`src/design/vsc_defines.svh`:
```
// Constants for the serial command and telemetry block
// ****************************************************
// Function
// - Three wires: bus clock and command data from processor, return line from us.
// - Light and very light load indicators are active low power-state requests.
// - Light load indicator takes precedence over very light load indicator.
// - Light load asserted runs the shed phase count from the phase register.
// - Very light load in effect runs one phase in diode emulation.
// - Full configured phase count is restored in one step.
// - Loadline trim from packet bits 22 to 24, per rail, gated by enable and supply good.
// - Offset trim applied per rail only while enable and supply good.
// - Return line bits are timed by the processor bus clock edges.
// - Without supply good, no telemetry sampling and no return packets.
// - Voltage-only mode sends both rail voltages in every packet.
// - Voltage and current mode alternates main and bridge packets.
// - Voltage and current mode sends packets twice as often.
// - Reported values are moving averages of the samples.
// - Step done report only after a rail rises; never for down or equal.
// - Pending telemetry goes out before a pending step done report.
// - Step done report names only the rails that rose.
// - A newer voltage request replaces an unfinished step done report.
// - Telemetry start waits until an incoming command packet has ended.
// - A command arriving during telemetry is received; telemetry finishes.
// - Telemetry function field selects content; off stops sampling and sending.
// - Both bus clock rates are supported with their bus timing.
// - Without supply good, boot code is caught from bus clock and data levels.
// ****************************************************
`ifndef VSC_DEFINES_SVH
`define VSC_DEFINES_SVH
// Command packet layout, first bit received lands in the top bit
`define VSC_CMD_BITS 27
`define VSC_F_MAIN 26
`define VSC_F_BRIDGE 25
`define VSC_F_LL_HI 24
`define VSC_F_LL_LO 22
`define VSC_F_CODE_HI 21
`define VSC_F_CODE_LO 14
`define VSC_F_LIGHT_LOAD_INDICATOR 13
`define VSC_F_VERY_LIGHT_LOAD_INDICATOR 12
`define VSC_F_OFS_HI 11
`define VSC_F_OFS_LO 10
`define VSC_F_TFN_HI 9
`define VSC_F_TFN_LO 8
// Return packet: start bit, two type bits, sixteen payload bits
`define VSC_TX_BITS 19
`define VSC_TX_LAST 5'h12
`define VSC_TYPE_STEP 2'h0
`define VSC_TYPE_VOLT 2'h1
`define VSC_TYPE_MAIN 2'h2
`define VSC_TYPE_BRIDGE 2'h3
// Telemetry function codes
`define VSC_TFN_OFF 2'h0
`define VSC_TFN_VOLT 2'h1
`define VSC_TFN_VI 2'h2
// Timing
`define VSC_CLK_NS 25
`define VSC_TEL_PERIOD_NS 40000
`define VSC_TEL_CYCLES (`VSC_TEL_PERIOD_NS / `VSC_CLK_NS)
// Register offsets
`define VSC_REG_STATUS 4'h0
`define VSC_REG_MAIN_CODE 4'h1
`define VSC_REG_BRIDGE_CODE 4'h2
`define VSC_REG_PHASES 4'h3
// Reset values
`define VSC_RST_FULL 3'h4
`define VSC_RST_SHED 3'h2
`define VSC_RST_CODE 8'h00
`endif

```
`src/design/vsc_pkg.sv`:
```
// Types for the serial command and telemetry block
package vsc_pkg;
	typedef enum logic [1:0] {
		TX_IDLE = 2'b01,
		TX_SEND = 2'b10
	} vsc_tx_e;
	typedef logic [7:0] vsc_code_t;
endpackage

```
`src/design/vsc_serial_link.sv`:
```
// Serial command receiver, telemetry and step report sender
`timescale 1ns/100ps
`include "vsc_defines.svh"
module vsc_serial_link (
	// Clock and reset
	input wire logic clk_sys,
	input wire logic sys_rst,
	// Link pins
	input wire logic serialBusClock,
	input wire logic serialCommandData,
	output logic telemetryReturnLine,
	output logic telemetryReturnOe,
	// Static pins
	input wire logic supplyGoodInput,
	input wire logic enableInput,
	// Samples and slew status from the regulator core
	input wire logic sampleStrobe,
	input wire logic [7:0] mainVoltSample,
	input wire logic [7:0] mainCurrSample,
	input wire logic [7:0] bridgeVoltSample,
	input wire logic [7:0] bridgeCurrSample,
	input wire logic mainAtTarget,
	input wire logic bridgeAtTarget,
	// Settings to the regulator core
	output logic [7:0] mainVoltCode,
	output logic [7:0] bridgeVoltCode,
	output logic [2:0] mainLoadlineTrim,
	output logic [2:0] bridgeLoadlineTrim,
	output logic [1:0] mainOffsetTrim,
	output logic [1:0] bridgeOffsetTrim,
	output logic [2:0] activePhases,
	output logic diodeEmulation,
	output logic [1:0] bootCode,
	// Register port
	input wire logic [3:0] regAddr,
	input wire logic [7:0] regWrData,
	input wire logic regWr,
	input wire logic regRd,
	output logic [7:0] regRdData
);
	// ****************************************************
	// Input synchronisers
	// ****************************************************
	logic [2:0] sbcSync_reg;
	logic [2:0] scdSync_reg;
	logic [1:0] pgSync_reg;
	logic [1:0] enSync_reg;
	logic sbcRise, sbcFall, scdRise, scdFall, pgS, enS;

	// Two flops per pin, third flop only for edge finding
	always_ff @(posedge clk_sys) begin
		if (sys_rst) begin
			sbcSync_reg <= 3'h7; // Idle high, no false edge
			scdSync_reg <= 3'h7;
			pgSync_reg <= 2'h0;
			enSync_reg <= 2'h0;
		end else begin
			sbcSync_reg <= {sbcSync_reg[1:0], serialBusClock};
			scdSync_reg <= {scdSync_reg[1:0], serialCommandData};
			pgSync_reg <= {pgSync_reg[0], supplyGoodInput};
			enSync_reg <= {enSync_reg[0], enableInput};
		end
	end

	// Edges seen by the system clock
	assign sbcRise = sbcSync_reg[1] & ~sbcSync_reg[2];
	assign sbcFall = ~sbcSync_reg[1] & sbcSync_reg[2];
	assign scdRise = scdSync_reg[1] & ~scdSync_reg[2];
	assign scdFall = ~scdSync_reg[1] & scdSync_reg[2];
	assign pgS = pgSync_reg[1];
	assign enS = enSync_reg[1];

	// ****************************************************
	// Boot code capture
	// ****************************************************
	logic [1:0] boot_reg;

	// Static clock and data levels caught while supply is not good
	always_ff @(posedge clk_sys) begin
		if (sys_rst)
			boot_reg <= 2'h0;
		else if (!pgS)
			boot_reg <= {sbcSync_reg[1], scdSync_reg[1]};
	end
	assign bootCode = boot_reg;

	// ****************************************************
	// Command receiver
	// ****************************************************
	logic rxBusy_reg;
	logic [4:0] rxCnt_reg;
	logic [26:0] rxShift_reg;
	logic startCond, stopCond, apply;

	// Data edges while the clock is high frame a packet
	assign startCond = scdFall & sbcSync_reg[1];
	assign stopCond = scdRise & sbcSync_reg[1];
	assign apply = stopCond & rxBusy_reg &
		(rxCnt_reg == 5'(`VSC_CMD_BITS));

	// Bits shifted in on bus clock rising edges
	always_ff @(posedge clk_sys) begin
		if (sys_rst) begin
			rxBusy_reg <= 1'b0;
			rxCnt_reg <= 5'h0;
			rxShift_reg <= 27'h0;
		end else if (startCond) begin
			rxBusy_reg <= 1'b1;
			rxCnt_reg <= 5'h0;
		end else if (stopCond) begin
			rxBusy_reg <= 1'b0;
		end else if (rxBusy_reg && sbcRise) begin
			rxShift_reg <= {rxShift_reg[25:0], scdSync_reg[1]};
			if (rxCnt_reg != 5'h1F)
				rxCnt_reg <= rxCnt_reg + 5'h1;
		end
	end

	// ****************************************************
	// Applied settings
	// ****************************************************
	logic selMain, selBridge, gateOk;
	logic [7:0] newCode;
	logic [7:0] mainCode_reg, bridgeCode_reg;
	logic [2:0] mainLl_reg, bridgeLl_reg;
	logic [1:0] mainOfs_reg, bridgeOfs_reg;
	logic lightN_reg, veryLightN_reg;
	logic [1:0] tfn_reg;

	assign selMain = rxShift_reg[`VSC_F_MAIN];
	assign selBridge = rxShift_reg[`VSC_F_BRIDGE];
	assign newCode = rxShift_reg[`VSC_F_CODE_HI:`VSC_F_CODE_LO];
	assign gateOk = enS & pgS;

	// Fields take effect at the end of a whole packet
	always_ff @(posedge clk_sys) begin
		if (sys_rst) begin
			mainCode_reg <= `VSC_RST_CODE;
			bridgeCode_reg <= `VSC_RST_CODE;
			lightN_reg <= 1'b1;
			veryLightN_reg <= 1'b1;
			tfn_reg <= `VSC_TFN_OFF;
		end else if (apply) begin
			if (selMain)
				mainCode_reg <= newCode;
			if (selBridge)
				bridgeCode_reg <= newCode;
			lightN_reg <= rxShift_reg[`VSC_F_LIGHT_LOAD_INDICATOR];
			veryLightN_reg <= rxShift_reg[`VSC_F_VERY_LIGHT_LOAD_INDICATOR];
			tfn_reg <= rxShift_reg[`VSC_F_TFN_HI:`VSC_F_TFN_LO];
		end
	end

	// Trims per rail, only with enable and supply good
	always_ff @(posedge clk_sys) begin
		if (sys_rst) begin
			mainLl_reg <= 3'h0;
			bridgeLl_reg <= 3'h0;
			mainOfs_reg <= 2'h0;
			bridgeOfs_reg <= 2'h0;
		end else if (apply && gateOk) begin
			if (selMain) begin
				mainLl_reg <= rxShift_reg[`VSC_F_LL_HI:`VSC_F_LL_LO];
				mainOfs_reg <= rxShift_reg[`VSC_F_OFS_HI:`VSC_F_OFS_LO];
			end
			if (selBridge) begin
				bridgeLl_reg <= rxShift_reg[`VSC_F_LL_HI:`VSC_F_LL_LO];
				bridgeOfs_reg <= rxShift_reg[`VSC_F_OFS_HI:`VSC_F_OFS_LO];
			end
		end
	end
	assign mainVoltCode = mainCode_reg;
	assign bridgeVoltCode = bridgeCode_reg;
	assign mainLoadlineTrim = mainLl_reg;
	assign bridgeLoadlineTrim = bridgeLl_reg;
	assign mainOffsetTrim = mainOfs_reg;
	assign bridgeOffsetTrim = bridgeOfs_reg;

	// ****************************************************
	// Phase control and registers
	// ****************************************************
	logic [2:0] fullPh_reg, shedPh_reg, phases_reg;
	logic de_reg;

	// Phase counts written by software
	always_ff @(posedge clk_sys) begin
		if (sys_rst) begin
			fullPh_reg <= `VSC_RST_FULL;
			shedPh_reg <= `VSC_RST_SHED;
		end else if (regWr && regAddr == `VSC_REG_PHASES) begin
			fullPh_reg <= regWrData[2:0];
			shedPh_reg <= regWrData[6:4];
		end
	end

	// Very light load counts only under light load
	always_ff @(posedge clk_sys) begin
		if (sys_rst) begin
			phases_reg <= `VSC_RST_FULL;
			de_reg <= 1'b0;
		end else if (lightN_reg) begin
			phases_reg <= fullPh_reg;
			de_reg <= 1'b0;
		end else if (!veryLightN_reg) begin
			phases_reg <= 3'h1;
			de_reg <= 1'b1;
		end else begin
			phases_reg <= shedPh_reg;
			de_reg <= 1'b0;
		end
	end
	assign activePhases = phases_reg;
	assign diodeEmulation = de_reg;

	// Read data one cycle after the strobe, zero off the map
	always_ff @(posedge clk_sys) begin
		if (sys_rst)
			regRdData <= 8'h00;
		else if (regRd) begin
			unique case (regAddr)
				`VSC_REG_STATUS: regRdData <= {2'h0, tfn_reg, de_reg,
					phases_reg};
				`VSC_REG_MAIN_CODE: regRdData <= mainCode_reg;
				`VSC_REG_BRIDGE_CODE: regRdData <= bridgeCode_reg;
				`VSC_REG_PHASES: regRdData <= {1'b0, shedPh_reg, 1'b0,
					fullPh_reg};
				default: regRdData <= 8'h00;
			endcase
		end else
			regRdData <= 8'h00;
	end

	// ****************************************************
	// Moving averages
	// ****************************************************
	logic telOn;
	logic [7:0] avg [4];
	logic [7:0] smp [4];

	assign telOn = pgS & (tfn_reg != `VSC_TFN_OFF);
	assign smp[0] = mainVoltSample;
	assign smp[1] = mainCurrSample;
	assign smp[2] = bridgeVoltSample;
	assign smp[3] = bridgeCurrSample;

	// Quarter-weight running average per channel
	genvar gi;
	generate
		for (gi = 0; gi < 4; gi++) begin : g_avg
			logic [9:0] acc_reg;
			always_ff @(posedge clk_sys) begin
				if (sys_rst)
					acc_reg <= 10'h000;
				else if (sampleStrobe && telOn)
					acc_reg <= acc_reg - {2'h0, acc_reg[9:2]} +
						{2'h0, smp[gi]};
			end
			assign avg[gi] = acc_reg[9:2];
		end
	endgenerate

	// ****************************************************
	// Telemetry timer and step reports
	// ****************************************************
	logic [11:0] telTmr_reg;
	logic [11:0] telLimit;
	logic telPend_reg, telSel_reg, viMode;
	logic [1:0] riseWait_reg, stepMask_reg;
	logic stepPend_reg, stepDone;
	logic txStart, startTel, startStep;

	assign viMode = (tfn_reg == `VSC_TFN_VI);
	assign telLimit = viMode ? 12'(`VSC_TEL_CYCLES / 2 - 1) :
		12'(`VSC_TEL_CYCLES - 1);

	// Period timer raises a telemetry request
	always_ff @(posedge clk_sys) begin
		if (sys_rst) begin
			telTmr_reg <= 12'h000;
			telPend_reg <= 1'b0;
		end else if (!telOn) begin
			telTmr_reg <= 12'h000;
			telPend_reg <= 1'b0;
		end else if (telTmr_reg >= telLimit) begin
			telTmr_reg <= 12'h000;
			telPend_reg <= 1'b1;
		end else begin
			telTmr_reg <= telTmr_reg + 12'h001;
			if (startTel)
				telPend_reg <= 1'b0;
		end
	end

	// Rails waiting to finish a rise, replaced by each new request
	assign stepDone = (riseWait_reg != 2'h0) &&
		((~riseWait_reg | {mainAtTarget, bridgeAtTarget}) == 2'h3);
	always_ff @(posedge clk_sys) begin
		if (sys_rst) begin
			riseWait_reg <= 2'h0;
			stepPend_reg <= 1'b0;
			stepMask_reg <= 2'h0;
		end else begin
			if (apply && (selMain || selBridge))
				riseWait_reg <= {selMain && newCode > mainCode_reg,
					selBridge && newCode > bridgeCode_reg};
			else if (stepDone)
				riseWait_reg <= 2'h0;
			if (stepDone && !apply) begin
				stepPend_reg <= pgS;
				stepMask_reg <= riseWait_reg;
			end else if (startStep || !pgS)
				stepPend_reg <= 1'b0;
		end
	end

	// ****************************************************
	// Return line sender
	// ****************************************************
	vsc_pkg::vsc_tx_e txState_reg;
	logic [18:0] txShift_reg;
	logic [4:0] txCnt_reg;
	logic [15:0] telData;
	logic [1:0] telType;

	// Start on a falling clock edge, never during a command
	assign txStart = (txState_reg == vsc_pkg::TX_IDLE) && sbcFall &&
		pgS && !rxBusy_reg && !startCond;
	assign startTel = txStart && telPend_reg;
	assign startStep = txStart && !telPend_reg && stepPend_reg;

	// Payload choice by telemetry mode and alternation
	always_comb begin
		if (!viMode) begin
			telType = `VSC_TYPE_VOLT;
			telData = {avg[0], avg[2]};
		end else if (!telSel_reg) begin
			telType = `VSC_TYPE_MAIN;
			telData = {avg[0], avg[1]};
		end else begin
			telType = `VSC_TYPE_BRIDGE;
			telData = {avg[2], avg[3]};
		end
	end

	// Alternation between main and bridge packets
	always_ff @(posedge clk_sys) begin
		if (sys_rst || !viMode)
			telSel_reg <= 1'b0;
		else if (startTel)
			telSel_reg <= ~telSel_reg;
	end

	// Shifts on falling edges; receiver runs on regardless
	always_ff @(posedge clk_sys) begin
		if (sys_rst) begin
			txState_reg <= vsc_pkg::TX_IDLE;
			txShift_reg <= 19'h0;
			txCnt_reg <= 5'h0;
		end else begin
			unique case (txState_reg)
				vsc_pkg::TX_IDLE: begin
					txCnt_reg <= 5'h0;
					if (startTel) begin
						txShift_reg <= {1'b1, telType, telData};
						txState_reg <= vsc_pkg::TX_SEND;
					end else if (startStep) begin
						txShift_reg <= {1'b1, `VSC_TYPE_STEP, 14'h0,
							stepMask_reg};
						txState_reg <= vsc_pkg::TX_SEND;
					end
				end
				vsc_pkg::TX_SEND: begin
					if (!pgS) begin
						txState_reg <= vsc_pkg::TX_IDLE;
						txShift_reg <= 19'h0;
					end else if (sbcFall) begin
						txShift_reg <= {txShift_reg[17:0], 1'b0};
						txCnt_reg <= txCnt_reg + 5'h1;
						if (txCnt_reg == `VSC_TX_LAST)
							txState_reg <= vsc_pkg::TX_IDLE;
					end
				end
			endcase
		end
	end
	assign telemetryReturnLine = (txState_reg == vsc_pkg::TX_SEND) &
		txShift_reg[18];
	assign telemetryReturnOe = 1'b1;
endmodule

```
`config.mk`:
```
export PLATFORM = sky130hd
export DESIGN_NAME = vsc_serial_link
export DESIGN_NICKNAME = d
export VERILOG_FILES = /design/src/design/vsc_pkg.sv /design/src/design/vsc_serial_link.sv
export VERILOG_INCLUDE_DIRS = /design/src /design/src/design
export SDC_FILE = /design/constraint.sdc
export NUM_CORES = 1
export LEC_CHECK = 0
export BUFFER_PORTS_ARGS = -buffer_cell sky130_fd_sc_hd__buf_2
export CORE_AREA = 4 4 137 139
export DETAILED_ROUTE_END_ITERATION = 10
export DIE_AREA = 0 0 141 143
export PLACE_DENSITY_LB_ADDON = 0.12
export SYNTH_ARGS = -nofsm -noshare
export SYNTH_HDL_FRONTEND = slang
export SYNTH_SLANG_ARGS = --single-unit
```
`constraint.sdc`:
```
create_clock -name clk_sys -period 2.81 [get_ports clk_sys]
set_clock_uncertainty 0.1 [all_clocks]
set_input_delay 0 -clock clk_sys [delete_from_list [all_inputs] [get_ports clk_sys]]
set_output_delay 0 -clock clk_sys [all_outputs]
set_load 0.05 [all_outputs]
```
==> results.json <==
{
  "start_util": 0.587,
  "yosysUniqueCellTypes": 65,
  "synth_cells": 1252,
  "hpwl_mm": 16.9,
  "p_switching_mw": 1.38,
  "netSwitchingFraction": 0.250,
  "synth_ff_type": "dfxtp_1",
  "diodes": 0,
  "synth_edf_count": 0,
  "ir_drop_uv": 473,
  "worstPathCellList": "inv_1 -> fa_1 -> inv_1 -> ha_1 -> o21ai_1 -> nor4_1 -> nor2_1 -> a41o_1 -> or3_1",
  "first_iter_violations": 434,
  "holdWs_ns": 0.0461,
  "status": "completed",
  "die_area_sq_um": 20200,
  "io_buffers": 93,
  "tightest_slew_ns": 0.886,
  "viasPerCell": 5.64,
  "slew_violations": 0,
  "cp-end-kind": "flip-flop",
  "rows": 49,
  "antenna_found_initial": 0,
  "drcViolationCount": 0,
  "synth_top_area_frac": 0.344,
  "syn_to_final_growth_pct": 14.3,
  "power.total_mw": 5.53,
  "fin_tns_setup_ns": 0,
  "synth.avg_cell_area_sq_um": 8.28,
  "critPathLaunchType": "flip-flop",
  "die_w_um": 141,
  "grt_max_degree": 80,
  "crit_type": "reg2reg",
  "cts.sinks": 178,
  "period_share": 0.951,
  "gr-total-overflow": 0,
  "worstPathArrival_ns": 2.88,
  "ios": 97,
  "synth_area_leaders": "dfxtp_1 34%, ha_1 7.7%, fa_1 6.2%",
  "min_period_ns": 2.67,
  "worstPathRequired_ns": 3.01,
  "die_h_um": 143,
  "synth_nets": 1403,
  "wirelength_mm": 24.1,
  "vias": 8964,
  "postRouteAntennaNets": 0,
  "drt_pass1_iterations": 5,
  "grtUsageTotal": 0.241,
  "seqPwrFrac": 0.474,
  "crit_fanout": 4,
  "final_layout_size_suffix_gt1_frac": 0.131,
  "cts_buffer_depth": 2,
  "cts_buffers": 17,
  "yosys_warnings": 0,
  "yosysTopAreaCell": "dfxtp_1",
  "syn_area_sq_um": 10400,
  "cts_tree": "done",
  "power.internal_mw": 4.15,
  "combPwrFrac": 0.103,
  "slowest_stage": "fa_1",
  "core_sq_um": 17700,
  "utilization": 0.672,
  "globalplace.congestion": 0.852,
  "drv_cap": 0,
  "cts_setup_buffers": 0,
  "final_nets": 1499,
  "p_leak_nw": 4.93,
  "wl_per_cell_um": 15.1,
  "clkTransAtPathRegs_ns": 0.06,
  "crit_top_cell": "inv_1",
  "largest_register_ff_count": 40,
  "setup_viol": 0,
  "grt_pass1_wl_mm": 40.3,
  "fmax_ghz": 0.374,
  "clk_latency_ns": 0.43,
  "grt_pass1_vias": 8476,
  "ff2ff_path_depth": 9,
  "relSlewSlack": 0.406,
  "finalHoldViolations": 0,
  "cts_max_level": 4,
  "cts-root-buf": "clkbuf_16",
  "hold_class": "in2reg",
  "synth-seq-cells": 178,
  "min_path_cells": 4,
  "async_flop_share": 0,
  "clock_power_share": 0.423,
  "seq_area_frac_synth": 0.344,
  "power.density_nw_per_um2": 466,
  "cpPeakStageDelay_ns": 0.51
}
==> metal layers <==
layer  vias to the layer above  track usage  share of wire
met1                      4250        0.322           0.45
met2                       184        0.417           0.49
met3                        29       0.0311          0.043
met5                         -            0              0
met4                         0       0.0592          0.012
li1                       4501            -              -
==> path summary, 6_finish.rpt <==
check | startpoint | end | slack (ns)
max | g_avg[3].acc_reg[2] | g_avg[3].acc_reg[9] | 0.14
min | regAddr[0] | regRdData[7] | 0.05
max reg2reg | g_avg[3].acc_reg[2] | g_avg[3].acc_reg[9] | 0.14
min reg2reg | scdSync_reg[0] | scdSync_reg[1] | 0.32
==> cells by family after synthesis <==
logic type / synth area share
simple gates: 0.193
buf+inv: 0.0859
fa+ha+maj: 0.139
xor+xnor: 0.0160
other cells: 0.000362
flops: 0.344
compound gates: 0.172
mux: 0.0498
==> layout make-up <==
type | count | area (sq um)
clock buffer | 18 | 439
clock inverter | 13 | 134
fill | 1502 | 5800
inverter | 158 | 593
multi-input combinational | 855 | 5960
sequential | 178 | 3570
tap | 229 | 287
timing repair buffer | 138 | 886
==> power groups by stage <==
stage	Combinational, mW	Sequential (mW)	Clock (mW)
2_1_floorplan	0.406	2.68	0
6_report	0.570	2.62	2.34
5_1_grt	0.645	2.63	2.49
4_1_cts	0.562	2.62	2.38
3_5_place_dp	0.535	2.68	0
3_3_place_gp	0.523	2.68	0
==> through the flow <==
| step | setup WS, ns | instance area, sq um | cells |
|---|---|---|---|
| 6_report | 0.136 | 11900 | 1589 |
| 5_1_grt | -0.0123 | 11900 | 1589 |
| 4_1_cts | 0.0664 | 11800 | 1589 |
| 3_5_place_dp | 0.0989 | 11000 | 1531 |
| 3_3_place_gp | 0.135 | 11000 | 1531 |
| 2_1_floorplan | 0.283 | 10400 | 1252 |
==> synth_stat cells (all sizes together), types with 3 or more instances <==
master / count
dfxtp: 178
inv: 158
nand2: 137
a21oi: 127
nor2: 89
ha: 64
nand3: 53
o21ai: 40
mux2i: 37
clkbuf: 36
fa: 32
buf: 25
a211oi: 23
nor2b: 21
nor3: 16
a21o: 14
and3: 14
nand4: 14
o211ai: 14
xor2: 14
a31oi: 13
or4: 13
o311ai: 10
o21a: 8
a221oi: 7
nand2b: 7
nor4b: 7
or2: 7
a2111o: 6
and2: 6
mux4: 5
nand4b: 5
nor4: 5
or3: 5
xnor2: 5
a211o: 4
o2111ai: 4
o21bai: 4
o31ai: 4
mux2: 3
nand3b: 3
==> cells in the final DEF (no fill, tap or decap), types with 14 or more instances in the layout <==
master | synthesis | final
buf_2 | 13 | 92
ha_1 | 64 | 63
buf_4 | 2 | 18
nand4_1 | 14 | 14
o21ai_0 | 40 | 38
mux2i_1 | 37 | 37
nor3_1 | 14 | 14
xor2_1 | 14 | 14
dfxtp_1 | 178 | 176
nor2_1 | 88 | 87
inv_1 | 157 | 157
fa_1 | 32 | 32
and3_1 | 14 | 14
dlygate4sd3_1 | 0 | 27
clkbuf_16 | 0 | 17
a211oi_1 | 23 | 20
a21o_1 | 14 | 14
nand2_1 | 136 | 136
nand3_1 | 53 | 53
nor2b_1 | 21 | 20
a21oi_1 | 127 | 127
==> worst max-delay path, delay by kind of cell (launching register included) <==
family / cells / cell delay [ns]
buffers and inverters: 2 / 0.13
AOI/OAI and AO/OA: 2 / 0.36
adders and majority gates: 2 / 0.84
DFF: 1 / 0.36
and+or+nand+nor: 3 / 0.76
==> what timing repair did <==
item / CTS / global route
hold endpoints to repair: 31 / 0
resized for setup: 0 / 11
hold buffers: 27 / 0
endpoints found under the setup margin: 0 / 7
Power figures use the tool's default switching activity.
